==> src/core/analog_if_map.vh <==
// Constants for the analog subsystem interface block
`ifndef ANALOG_IF_MAP_VH
`define ANALOG_IF_MAP_VH
`define N_TRIG 8
`define N_SRC 22
`define SEL_W 5
`define N_EOC 8
`define N_DMA_EOC 4
`define N_CMP 6
`define N_CMP_PIN 8
`define CMP_PIN_SEL_W 3
`define RES_W 12
`define ADDR_W 10
`define DATA_W 16
`define CH_W 4
// Analog address map: result window below RESULT_TOP, other registers above
`define RESULT_BASE 10'h000
`define RESULT_TOP 10'h040
// Requester indices, fixed priority lowest index first
`define REQ_CTL_CPU 2'h0
`define REQ_CTL_DMA 2'h1
`define REQ_MST_CPU 2'h2
`define REQ_MST_DMA 2'h3
`define N_REQ 4
// Status bit positions
`define ST_PWR 0
`define ST_CLK 1
`define ST_BUS 2
`define ST_TRIG 3
`define ST_INT 4
`define ST_ERR 5
`define ST_W 6
`endif

==> src/core/analog_subsystem_interface.v <==
// Interface between two digital subsystems and the analog converters
// Behaviour
// RULE1: Arbitrate converter and comparator register cycles between both subsystems.
// RULE2: Result registers readable by all; other registers only by control processor.
// RULE3: Control processor and control DMA are two separate request ports.
// RULE4: Route 22 start sources onto 8 shared start triggers.
// RULE5: Each interrupt is first converter event ANDed with second converter event.
// RULE6: All eight interrupts to both subsystems; four also to control DMA.
// RULE7: Converters store 12-bit results and select among 16 channels.
// RULE8: Two channels sampled together; further channels converted one after another.
// RULE9: Conversions start only on control-side start triggers.
// RULE10: End-of-conversion interrupt raised when results are ready.
// RULE11: Six comparator outputs mapped onto six of eight pins.
// RULE12: System routes comparator pins externally to trip inputs of pulse outputs.
// RULE13: Eight trigger selects each choose one of 22 sources.
// RULE14: Arbiter accepts up to four simultaneous cycles before forwarding.
// RULE15: Each subsystem reads a status of power, clock and propagation.
// RULE16: Fixed priority grant of one requester; others held until completion.
// RULE17: Master access to non-result registers has no effect and flags error.
`timescale 1ns/100ps
`include "analog_if_map.vh"
module analog_subsystem_interface #(
  parameter N_REQ = `N_REQ,
  parameter AW = `ADDR_W,
  parameter DW = `DATA_W
) (
  input wire i_mclk, // 200 MHz clock
  input wire i_rst_n, // Synchronous reset, active low
  input wire [N_REQ-1:0] i_req, // Request per port: ctl cpu, ctl dma, mst cpu, mst dma
  input wire [N_REQ-1:0] i_wr, // Write when high
  input wire [N_REQ*AW-1:0] i_addr, // Address per port
  input wire [N_REQ*DW-1:0] i_wdata, // Write data per port
  output reg [N_REQ-1:0] o_done, // One-cycle completion per port
  output reg [N_REQ-1:0] o_err, // One-cycle access refused per port
  output reg [DW-1:0] o_rdata, // Read data of completed cycle
  output reg o_a_req, // Analog-side cycle request
  output reg o_a_wr, // Analog-side write
  output reg [AW-1:0] o_a_addr, // Analog-side address
  output reg [DW-1:0] o_a_wdata, // Analog-side write data
  input wire i_a_ack, // Analog-side acknowledge, same clock
  input wire [DW-1:0] i_a_rdata, // Analog-side read data
  input wire [`N_SRC-1:0] i_soc_src, // Control-side start sources
  input wire [`N_TRIG*`SEL_W-1:0] i_trig_sel, // Trigger source selects
  output reg [`N_TRIG-1:0] o_soc, // Start triggers to both converters
  input wire [`N_EOC-1:0] i_eoc1, // First converter end-of-conversion events
  input wire [`N_EOC-1:0] i_eoc2, // Second converter end-of-conversion events
  output reg [`N_EOC-1:0] o_int_ctl, // Interrupts to control expander
  output reg [`N_EOC-1:0] o_int_mst, // Interrupts to master subsystem
  output reg [`N_DMA_EOC-1:0] o_int_dma, // Interrupts to control DMA
  input wire [`N_CMP-1:0] i_cmp, // Comparator outputs, asynchronous
  input wire [`N_CMP*`CMP_PIN_SEL_W-1:0] i_cmp_pin_sel, // Pin choice per comparator
  output reg [`N_CMP_PIN-1:0] o_cmp_pin, // Secondary pin multiplexer pins
  input wire i_pwr_ok, // Analog power good, asynchronous
  input wire i_aclk_ok, // Analog clock present, asynchronous
  input wire i_err_clr, // Clears error flag, one-cycle pulse
  output reg [`ST_W-1:0] o_ctl_status, // Control-side bus status
  output reg [`ST_W-1:0] o_mst_status, // Master-side bus status
  output reg o_if_err // Interface error flag, sticky
);
  localparam ST_IDLE = 2'b01;
  localparam ST_BUSY = 2'b10;
  reg [1:0] state;
  reg [1:0] gnt;
  reg [N_REQ-1:0] pend;
  reg [N_REQ-1:0] pend_wr;
  reg [N_REQ*AW-1:0] pend_addr;
  reg [N_REQ*DW-1:0] pend_wdata;
  reg [1:0] next_gnt;
  reg next_found;
  reg [`N_CMP-1:0] cmp_s1;
  reg [`N_CMP-1:0] cmp_s2;
  reg [1:0] pwr_s;
  reg [1:0] clk_s;
  reg seen_bus;
  reg seen_trig;
  reg seen_int;
  wire [`N_TRIG-1:0] trig;
  wire [`N_EOC-1:0] eoc_and;
  integer i;
  integer p;
  integer k;

  // Result window test
  function is_result;
    input [AW-1:0] a;
    begin
      is_result = (a >= `RESULT_BASE) && (a < `RESULT_TOP);
    end
  endfunction

  // Only control processor may reach non-result registers
  function allowed;
    input [1:0] who;
    input [AW-1:0] a;
    input w;
    begin
      if (who == `REQ_CTL_CPU)
        allowed = 1'b1;
      else if (who == `REQ_CTL_DMA)
        allowed = is_result(a) && !w; // RULE2
      else
        allowed = is_result(a) && !w; // RULE2
    end
  endfunction

  // Start trigger routing
  trigger_router #(
    .N_TRIG(`N_TRIG),
    .N_SRC(`N_SRC),
    .SEL_W(`SEL_W)
  ) u_trig (
    .i_mclk(i_mclk),
    .i_rst_n(i_rst_n),
    .i_src(i_soc_src),
    .i_sel(i_trig_sel),
    .o_trig(trig)
  );

  // Fixed priority pick among pending ports, lowest index wins
  always @* begin
    next_gnt = 2'h0;
    next_found = 1'b0;
    for (p = N_REQ - 1; p >= 0; p = p - 1) begin
      if (pend[p]) begin
        next_gnt = p[1:0]; // RULE16
        next_found = 1'b1;
      end
    end
  end

  // Capture, arbitrate and forward register cycles
  always @(posedge i_mclk) begin
    if (!i_rst_n) begin
      state <= ST_IDLE;
      gnt <= 2'h0;
      pend <= {N_REQ{1'b0}};
      pend_wr <= {N_REQ{1'b0}};
      pend_addr <= {N_REQ*AW{1'b0}};
      pend_wdata <= {N_REQ*DW{1'b0}};
      o_done <= {N_REQ{1'b0}};
      o_err <= {N_REQ{1'b0}};
      o_rdata <= {DW{1'b0}};
      o_a_req <= 1'b0;
      o_a_wr <= 1'b0;
      o_a_addr <= {AW{1'b0}};
      o_a_wdata <= {DW{1'b0}};
      o_if_err <= 1'b0;
      seen_bus <= 1'b0;
    end else begin
      o_done <= {N_REQ{1'b0}};
      o_err <= {N_REQ{1'b0}};
      // Every port owns a holding slot so four can arrive together
      for (i = 0; i < N_REQ; i = i + 1) begin
        if (i_req[i] && !pend[i]) begin
          pend[i] <= 1'b1; // RULE14 RULE3
          pend_wr[i] <= i_wr[i];
          pend_addr[i*AW +: AW] <= i_addr[i*AW +: AW];
          pend_wdata[i*DW +: DW] <= i_wdata[i*DW +: DW];
        end
      end
      case (state)
        ST_IDLE: begin
          if (next_found) begin
            gnt <= next_gnt;
            if (allowed(next_gnt, pend_addr[next_gnt*AW +: AW], pend_wr[next_gnt])) begin
              o_a_req <= 1'b1; // RULE1
              o_a_wr <= pend_wr[next_gnt];
              o_a_addr <= pend_addr[next_gnt*AW +: AW];
              o_a_wdata <= pend_wdata[next_gnt*DW +: DW];
              state <= ST_BUSY;
            end else begin
              pend[next_gnt] <= 1'b0; // RULE17
              o_err[next_gnt] <= 1'b1;
              o_done[next_gnt] <= 1'b1;
              o_if_err <= 1'b1;
            end
          end
        end
        ST_BUSY: begin
          // Others wait in their slots until this ack
          if (i_a_ack) begin
            o_a_req <= 1'b0; // RULE16
            // Result words carry only the converter value; upper bits are cleared
            if (is_result(o_a_addr))
              o_rdata <= {{(DW-`RES_W){1'b0}}, i_a_rdata[`RES_W-1:0]}; // RULE7
            else
              o_rdata <= i_a_rdata;
            o_done[gnt] <= 1'b1;
            pend[gnt] <= 1'b0;
            seen_bus <= 1'b1;
            state <= ST_IDLE;
          end
        end
        default: begin
          state <= ST_IDLE;
          o_a_req <= 1'b0;
        end
      endcase
      if (i_err_clr && !(state == ST_IDLE && next_found &&
          !allowed(next_gnt, pend_addr[next_gnt*AW +: AW], pend_wr[next_gnt])))
        o_if_err <= 1'b0;
    end
  end

  assign eoc_and = i_eoc1 & i_eoc2; // RULE5

  // Triggers, interrupts, comparator pins and status
  always @(posedge i_mclk) begin
    if (!i_rst_n) begin
      o_soc <= {`N_TRIG{1'b0}};
      o_int_ctl <= {`N_EOC{1'b0}};
      o_int_mst <= {`N_EOC{1'b0}};
      o_int_dma <= {`N_DMA_EOC{1'b0}};
      cmp_s1 <= {`N_CMP{1'b0}};
      cmp_s2 <= {`N_CMP{1'b0}};
      o_cmp_pin <= {`N_CMP_PIN{1'b0}};
      pwr_s <= 2'h0;
      clk_s <= 2'h0;
      seen_trig <= 1'b0;
      seen_int <= 1'b0;
      o_ctl_status <= {`ST_W{1'b0}};
      o_mst_status <= {`ST_W{1'b0}};
    end else begin
      o_soc <= trig; // RULE9 RULE4 RULE8
      o_int_ctl <= eoc_and; // RULE6 RULE10
      o_int_mst <= eoc_and; // RULE6 RULE10
      o_int_dma <= eoc_and[`N_DMA_EOC-1:0]; // RULE6
      cmp_s1 <= i_cmp;
      cmp_s2 <= cmp_s1;
      o_cmp_pin <= {`N_CMP_PIN{1'b0}};
      for (k = 0; k < `N_CMP; k = k + 1) begin
        if (cmp_s2[k])
          o_cmp_pin[i_cmp_pin_sel[k*`CMP_PIN_SEL_W +: `CMP_PIN_SEL_W]] <= 1'b1; // RULE11
      end
      pwr_s <= {pwr_s[0], i_pwr_ok};
      clk_s <= {clk_s[0], i_aclk_ok};
      if (|trig)
        seen_trig <= 1'b1;
      if (|eoc_and)
        seen_int <= 1'b1;
      o_ctl_status <= {o_if_err, seen_int, seen_trig, seen_bus, clk_s[1], pwr_s[1]}; // RULE15
      o_mst_status <= {o_if_err, seen_int, seen_trig, seen_bus, clk_s[1], pwr_s[1]}; // RULE15
    end
  end
endmodule // analog_subsystem_interface

==> src/core/trigger_router.v <==
// Routes conversion-start sources onto shared start triggers
`timescale 1ns/100ps
`include "analog_if_map.vh"
module trigger_router #(
  parameter N_TRIG = `N_TRIG,
  parameter N_SRC = `N_SRC,
  parameter SEL_W = `SEL_W
) (
  input wire i_mclk, // System clock
  input wire i_rst_n, // Synchronous reset, active low
  input wire [N_SRC-1:0] i_src, // Start sources, same clock domain
  input wire [N_TRIG*SEL_W-1:0] i_sel, // Per trigger source select
  output reg [N_TRIG-1:0] o_trig // Registered start triggers
);
  integer t;
  // Each trigger picks one of the sources; out of range selects nothing
  always @(posedge i_mclk) begin
    if (!i_rst_n) begin
      o_trig <= {N_TRIG{1'b0}};
    end else begin
      for (t = 0; t < N_TRIG; t = t + 1) begin
        if (i_sel[t*SEL_W +: SEL_W] < N_SRC)
          o_trig[t] <= i_src[i_sel[t*SEL_W +: SEL_W]]; // RULE4 RULE13
        else
          o_trig[t] <= 1'b0;
      end
    end
  end
endmodule // trigger_router

==> config.mk <==
export PLATFORM = sky130hd
export DESIGN_NAME = analog_subsystem_interface
export DESIGN_NICKNAME = d
export VERILOG_FILES = /design/src/core/analog_subsystem_interface.v /design/src/core/trigger_router.v
export VERILOG_INCLUDE_DIRS = /design/src /design/src/core
export SDC_FILE = /design/constraint.sdc
export NUM_CORES = 1
export LEC_CHECK = 0
export BUFFER_PORTS_ARGS = -buffer_cell sky130_fd_sc_hd__buf_4
export CAP_MARGIN = 15
export CORE_ASPECT_RATIO = 0.75
export CORE_MARGIN = 10
export CORE_UTILIZATION = 55
export CTS_BUF_LIST = sky130_fd_sc_hd__clkbuf_8 sky130_fd_sc_hd__clkbuf_16
export DETAILED_ROUTE_END_ITERATION = 16
export GPL_ROUTABILITY_DRIVEN = 1
export PLACE_DENSITY = 0.83
export SYNTH_ARGS = -nofsm -noshare
export SYNTH_HDL_FRONTEND = slang
export SYNTH_HIERARCHICAL = 1
export SYNTH_SLANG_ARGS = --single-unit
==> constraint.sdc <==
create_clock -name i_mclk -period 4.3 [get_ports i_mclk]
set_clock_uncertainty 0.05 [all_clocks]
set_input_delay 0.43 -clock i_mclk [delete_from_list [all_inputs] [get_ports i_mclk]]
set_output_delay 0.43 -clock i_mclk [all_outputs]
set_load 0.01 [all_outputs]
== After elaboration in Yosys (flattened, before gate mapping) ==
Index checks and enable logic that the tools add are counted.
Storage, ports and cells
  flip-flop bits (word level): 230
  input port bits: 236
  output and inout port bits: 101
  word-level logic and storage cells: 225
Operators by class
  multiply operators: 1
  magnitude comparators: 36
  eq/ne operators: 5
  shifts and indexed selects: 2
  muxes and demuxes: 83
  bitwise logic cells: 12
  reduce and logical (&&, ||, !) cells: 43
Operators by type and width (count)
  $mux W8: 11
  $shiftx A64 B7 Y16: 1
  $lt A5 B6 Y1 const B: 8
  $bmux W1 S5: 8
  $lt A5 B5 Y1 const B: 8
  $or A8 B8 Y8: 5
  $shiftx A40 B7 Y10: 1
  $mux W1: 37
  $lt A3 B4 Y1 const B: 6
  $mux W4: 6
  $reduce_and A2 Y1: 11
  $ge A10 B1 Y1 const B: 2
  $lt A10 B7 Y1 const B: 2
  $demux W1 S3: 6
  $ge A3 B1 Y1 const B: 6
  $logic_and A1 B1 Y1: 18
  $mux W16: 1
  $pmux W4 S2: 2
  $reduce_or A8 Y1: 2
  $mux W2: 7
  $reduce_and A3 Y1: 3
  $and A4 B4 Y4: 2
  $and A8 B8 Y8: 1
  $not A4 Y4: 2
  14 further kinds: 26

== Logic depth before layout (Yosys ltp) ==
  word-level depth: 20
  mapped depth: 8
  gate-level depth less buffers: 6

== Cells and area by module ==
Netlist, hierarchy kept.
Modules (own cells, without submodules)
  analog_subsystem_interface: times used 1, cells an instance 1103, area each 9019.9 um^2, seq. area each 4344.2 um^2
  trigger_router: times used 1, cells an instance 170, area each 1824.2 um^2, seq. area each 160.2 um^2

== Worst setup path after synthesis ==
Ideal clock, no wire load.
  path kind: flip-flop to flip-flop
  start: reg pend[2]
  end: reg o_a_addr[0]
  library setup time: 0.125 ns
  data arrival time: 1.735 ns
  data required time: 4.125 ns
  path slack: 2.390 ns
  stages on the path, launching flop included: 8
  path buffers: 2
  period minus slack after synthesis: 1.910 ns
  path through: dfxtp_1 nor3b_1 a2111oi_0 or4_1 buf_2 buf_4 o2111ai_1 nand3_1
Between the ends
  longest elaborated chain between the ends: 13
  elaborated cells between the ends (all ways): 21
  classes of those cells: mul (1); order compare (2); shift (1); mux (12); reduce/logical (5)
Ends and longest elaborated chain
  from (decl): RTL line analog_subsystem_interface.v:64  | reg [N_REQ-1:0] pend;
  from (signal assigned): RTL line analog_subsystem_interface.v:136  | pend <= {N_REQ{1'b0}};
  $mux W2 (3 in a row): RTL line analog_subsystem_interface.v:124  | if (pend[p]) begin
  $mul A2 B3 Y5: RTL line analog_subsystem_interface.v:165, analog_subsystem_interface.v:168
  $shiftx A40 B7 Y10: RTL line analog_subsystem_interface.v:165, analog_subsystem_interface.v:168
  $ge A10 B1 Y1 (no source line) / $lt A10 B7 Y1 (equally long branches)
  $logic_and A1 B1 Y1: RTL line analog_subsystem_interface.v:87  | is_result = (a >= `RESULT_BASE) && (a < `RESULT_TOP);
  $logic_and A1 B1 Y1: RTL line analog_subsystem_interface.v:100, analog_subsystem_interface.v:102
  $mux W1
  $mux W1: RTL line analog_subsystem_interface.v:163  | if (next_found) begin
  $mux W1: RTL line analog_subsystem_interface.v:161  | case (state)
  $mux W1: RTL line analog_subsystem_interface.v:133  | if (!i_rst_n) begin
  $reduce_and A3 Y1 (no source line)
  to (signal assigned): RTL line analog_subsystem_interface.v:145  | o_a_addr <= {AW{1'b0}};
  to (signal assigned): RTL line analog_subsystem_interface.v:168  | o_a_addr <= pend_addr[next_gnt*AW +: AW];
  to (decl): RTL line analog_subsystem_interface.v:38  | output reg [AW-1:0] o_a_addr,
Parallel ways exist; a longest one is shown, timed or not. The select of a mux whose other input is x is not followed.
A chain may end at the register's enable or synchronous reset.

== Worst setup path in the final report ==
  start: reg pend[2]
  end: reg o_a_addr[6]
The elaborated chain is that of the path after synthesis.

==> results.md <==
* Final core occ at 72.3%
* Mean area per synthesized cell at between 8 and 9 µm²
* Final Hold Fails at 0
* Tmin final at between 2000 and 3000 ps
* CP startpoint: pend[2]
* Layout area overhead at 29.2%
* DP Cell Count at about 1800
* Startpoint Class: register
* H-tree depth at 1
* Core area at slightly below 0.02 mm²
* Root buffer cell: clkbuf_16
* WP buf/inv at 1
* Register area share after synthesis at 41.5%
* Peak VDD IR at 408 µV
* Switching share of total power at 37.0%
* Finish-stage setup viols at 0
* Die height at 142 µm
* Cell area after synthesis at between 0.01 and 0.015 mm²
* Critical Path RT at 4610 ps
* Count of nets after finishing at roughly 1800
* Fmax at 339 MHz
* Clock-pin slew on the worst setup and hold paths at 60 ps
* FF/Latch Area at 0.00450 mm²
* Relative slew slack at 23.3%
* Critical Path AT at 3260 ps
* Post_cts resized at 0
* Hold-fix buffers, CTS at 0
* Syn nets at 1511
* Cell variety after synth at 68
* Multi-input combinational cell area at 0.00571 mm²
* CTS buffer count at 22
* Global-route wire length before repair at 59700 µm
* Via count at ~11000
* Share of layout cells above drive strength 1 at around 28%
* IO Pins at 337
* Starting density of the core at 56.0%
* Net switching power at ~2500 µW
* Die W at 182 µm
* Post-route clock period utilization at about two thirds
* Max-cap viol count at 0
* Fill count at ~1500
* Largest fanout on the critical path at 23
* Pwr dens at 479 mW/mm²
* Detail Placement HPWL at 28600 µm
* ANT cells at 0
* Async SR Flop Fraction at 0%
* DRT Pass-1 Iters at 7
* Reg-to-Reg Start: pend[2]
* Setup CP Type: reg -> reg
* Total negative slack at 0 ps
* # DRC at 0
* CP endpoint kind: register
* Total GRT Usage at approximately 28%
* RSZ-0062 raised after global routing: false
* WL per Instance at 21.6 µm
* # port buffers at roughly 340
* Post-synth EDFFs at 0
* Status: finished clean
* Final Non-Filler Cells at between 1500 and 2000
* CTS tree: done
* Synth Register Bits at 225
* Pin count of the biggest net entering global routing at between 70 and 80
* Crit-path leading delay family: simple AND/OR/NAND/NOR gates
* Routed WL at 38900 µm
* Routed Antenna Nets at 0
* Site Rows at 44
* Worst-Margin Slew at 1150 ps
* CTS Buffer Depth at 3
* Clock power frac at 28.4%
* Syn Inst Count at around 1300
* Min-delay src: i_aclk_ok
* Clock Sinks at 225
* Setup Fix Bufs, Post-CTS at 0
* Logic pwr share at between 30% and 40%
* Leak pwr at 0.00601 µW
* Initial antenna violation count at 0
* Vias/cell at about 6.2
* Max Slew Vio Count at 0
* Top_reg_cell synth: dfxtp_1
* Crit-path slowest cell: or4_1
* Pint at 4230 µW
* Max stage delay on crit path at about 950 ps
* Vias in the first global route at about 11000
* Initial drt markers at 1641
* Die area at 0.0258 mm²
* Cell Chain, Critical Path: nor3b_1 > a2111oi_0 > dlymetal6s2s_1 > or4_1 > o21ai_2 > a211oi_1
* Hold Crit Class: in -> reg
* Worst-Skew Late Latency at 500 ps
* Power share of the sequential group at 38.3%
* Gr ovfl total at 0
* Routability cong. at 0.954
* Yosys warnings at 6
state kept, by name (all words and copies together) (netlist names), 2 cells and up:
| name | flops |
|---|---|
| o_done | 4 |
| u_trig/o_trig | 8 |
| o_rdata | 16 |
| o_int_mst | 8 |
| pend_wdata | 64 |
| cmp_s2 | 6 |
| clk_s | 2 |
| pend_addr | 40 |
| gnt | 2 |
| pend | 4 |
| o_soc | 8 |
| o_err | 4 |
| cmp_s1 | 6 |
| o_cmp_pin | 8 |
| pwr_s | 2 |
| o_a_addr | 10 |
| o_mst_status | 6 |
| o_a_wdata | 16 |
| pend_wr | 4 |
routing by layer:
metal	share of wire, %	track usage (%)	wire, µm	vias up
li1	-	-	-	5130
met1	41	38.5	15800	5186
met2	44	42.8	17000	714
met3	13	9.00	5100	83
met4	2.5	7.39	975	0
met5	0	0	0	-
Yosys cell counts, types with 20 or more instances:
cell type  instances  area, µm²
nor3_1            20        100
o2111ai_1         23        201
nand4_1           26        163
mux2i_1           25        250
nor2_1            30        113
and2_1            31        194
a32oi_1           24        210
mux4_2            27        608
a222oi_1          23        230
a21oi_1          138        691
inv_1             23       86.3
o21ai_0           34        170
clkbuf_1          77        289
nand2_1          298       1120
dfxtp_1          225       4500
nand3_1           27        135
worst paths after layout:
check	to	cells after the start	slack, ps
setup reg to reg	o_a_addr[6]	6	1350
hold reg to reg	cmp_s2[1]	1	380
hold / removal	clk_s[0]	2	80
setup / recovery	o_a_addr[6]	6	1350
power groups by stage:
stage	logic, µW	clock network (µW)	registers, µW
after floorplan	1380	0	2540
after global placement	2100	0	2600
after detailed placement	2150	0	2610
after CTS	2160	1920	2560
after global routing	2400	2020	2600
final	2230	1910	2570
worst register-to-register path, stage by stage (launching register included):
cell	delay, ps
dfxtp_1	680
nor3b_1	270
a2111oi_0	90
dlymetal6s2s_1	240
or4_1	950
o21ai_2	410
a211oi_1	120
layout make-up:
type                    count  share of cell area (%)
clock buffers              27                    4.50
clock inverters            13                   0.625
inverters                  24                   0.661
multi-input cells         901                    40.7
flip-flops and latches    225                    32.1
well taps                 253                    2.26
repair buffers            354                    19.1
per-stage QoR:
step / setup WS (ps) / hold WS [ps] / power [µW] / cell area (µm²)
5_1_grt: 1170 / 71.1 / 7020 / 14000
3_5_place_dp: 1160 / 368 / 4750 / 13300
4_1_cts: 1120 / 59.2 / 6650 / 14000
2_1_floorplan: 2390 / 362 / 3910 / 10800
6_report: 1350 / 80.9 / 6710 / 14000
3_3_place_gp: 1160 / 365 / 4700 / 13200
logic make-up after synthesis:
family / synth area share [%]
muxes: 9.96
buffers and inverters: 6.15
adders and majority gates: 0.231
AOI/OAI and AO/OA: 19.7
and+or+nand+nor: 22.4
DFF: 41.5
other: 0.0346
placed cells by master (no fill, tap or decap), types with 6 or more instances in the layout:
cell type / instances
a32oi_1: 24
clkbuf_16: 23
mux4_1: 8
dfxtp_1: 225
mux4_2: 27
a211oi_1: 6
o21ai_0: 34
and2_1: 31
nor2b_1: 15
a311oi_1: 6
nor3b_1: 16
a41o_1: 7
inv_1: 28
buf_4: 350
a31oi_1: 18
o2111ai_1: 23
a21oi_1: 138
a222oi_1: 23
nand3_1: 27
nor3_1: 19
and3_1: 11
nand4_1: 26
nand3b_1: 8
clkinv_2: 6
nand2b_1: 11
nand2_1: 298
mux2i_1: 25
nor2_1: 30
Note: power is estimated with default switching activity, not from simulation.
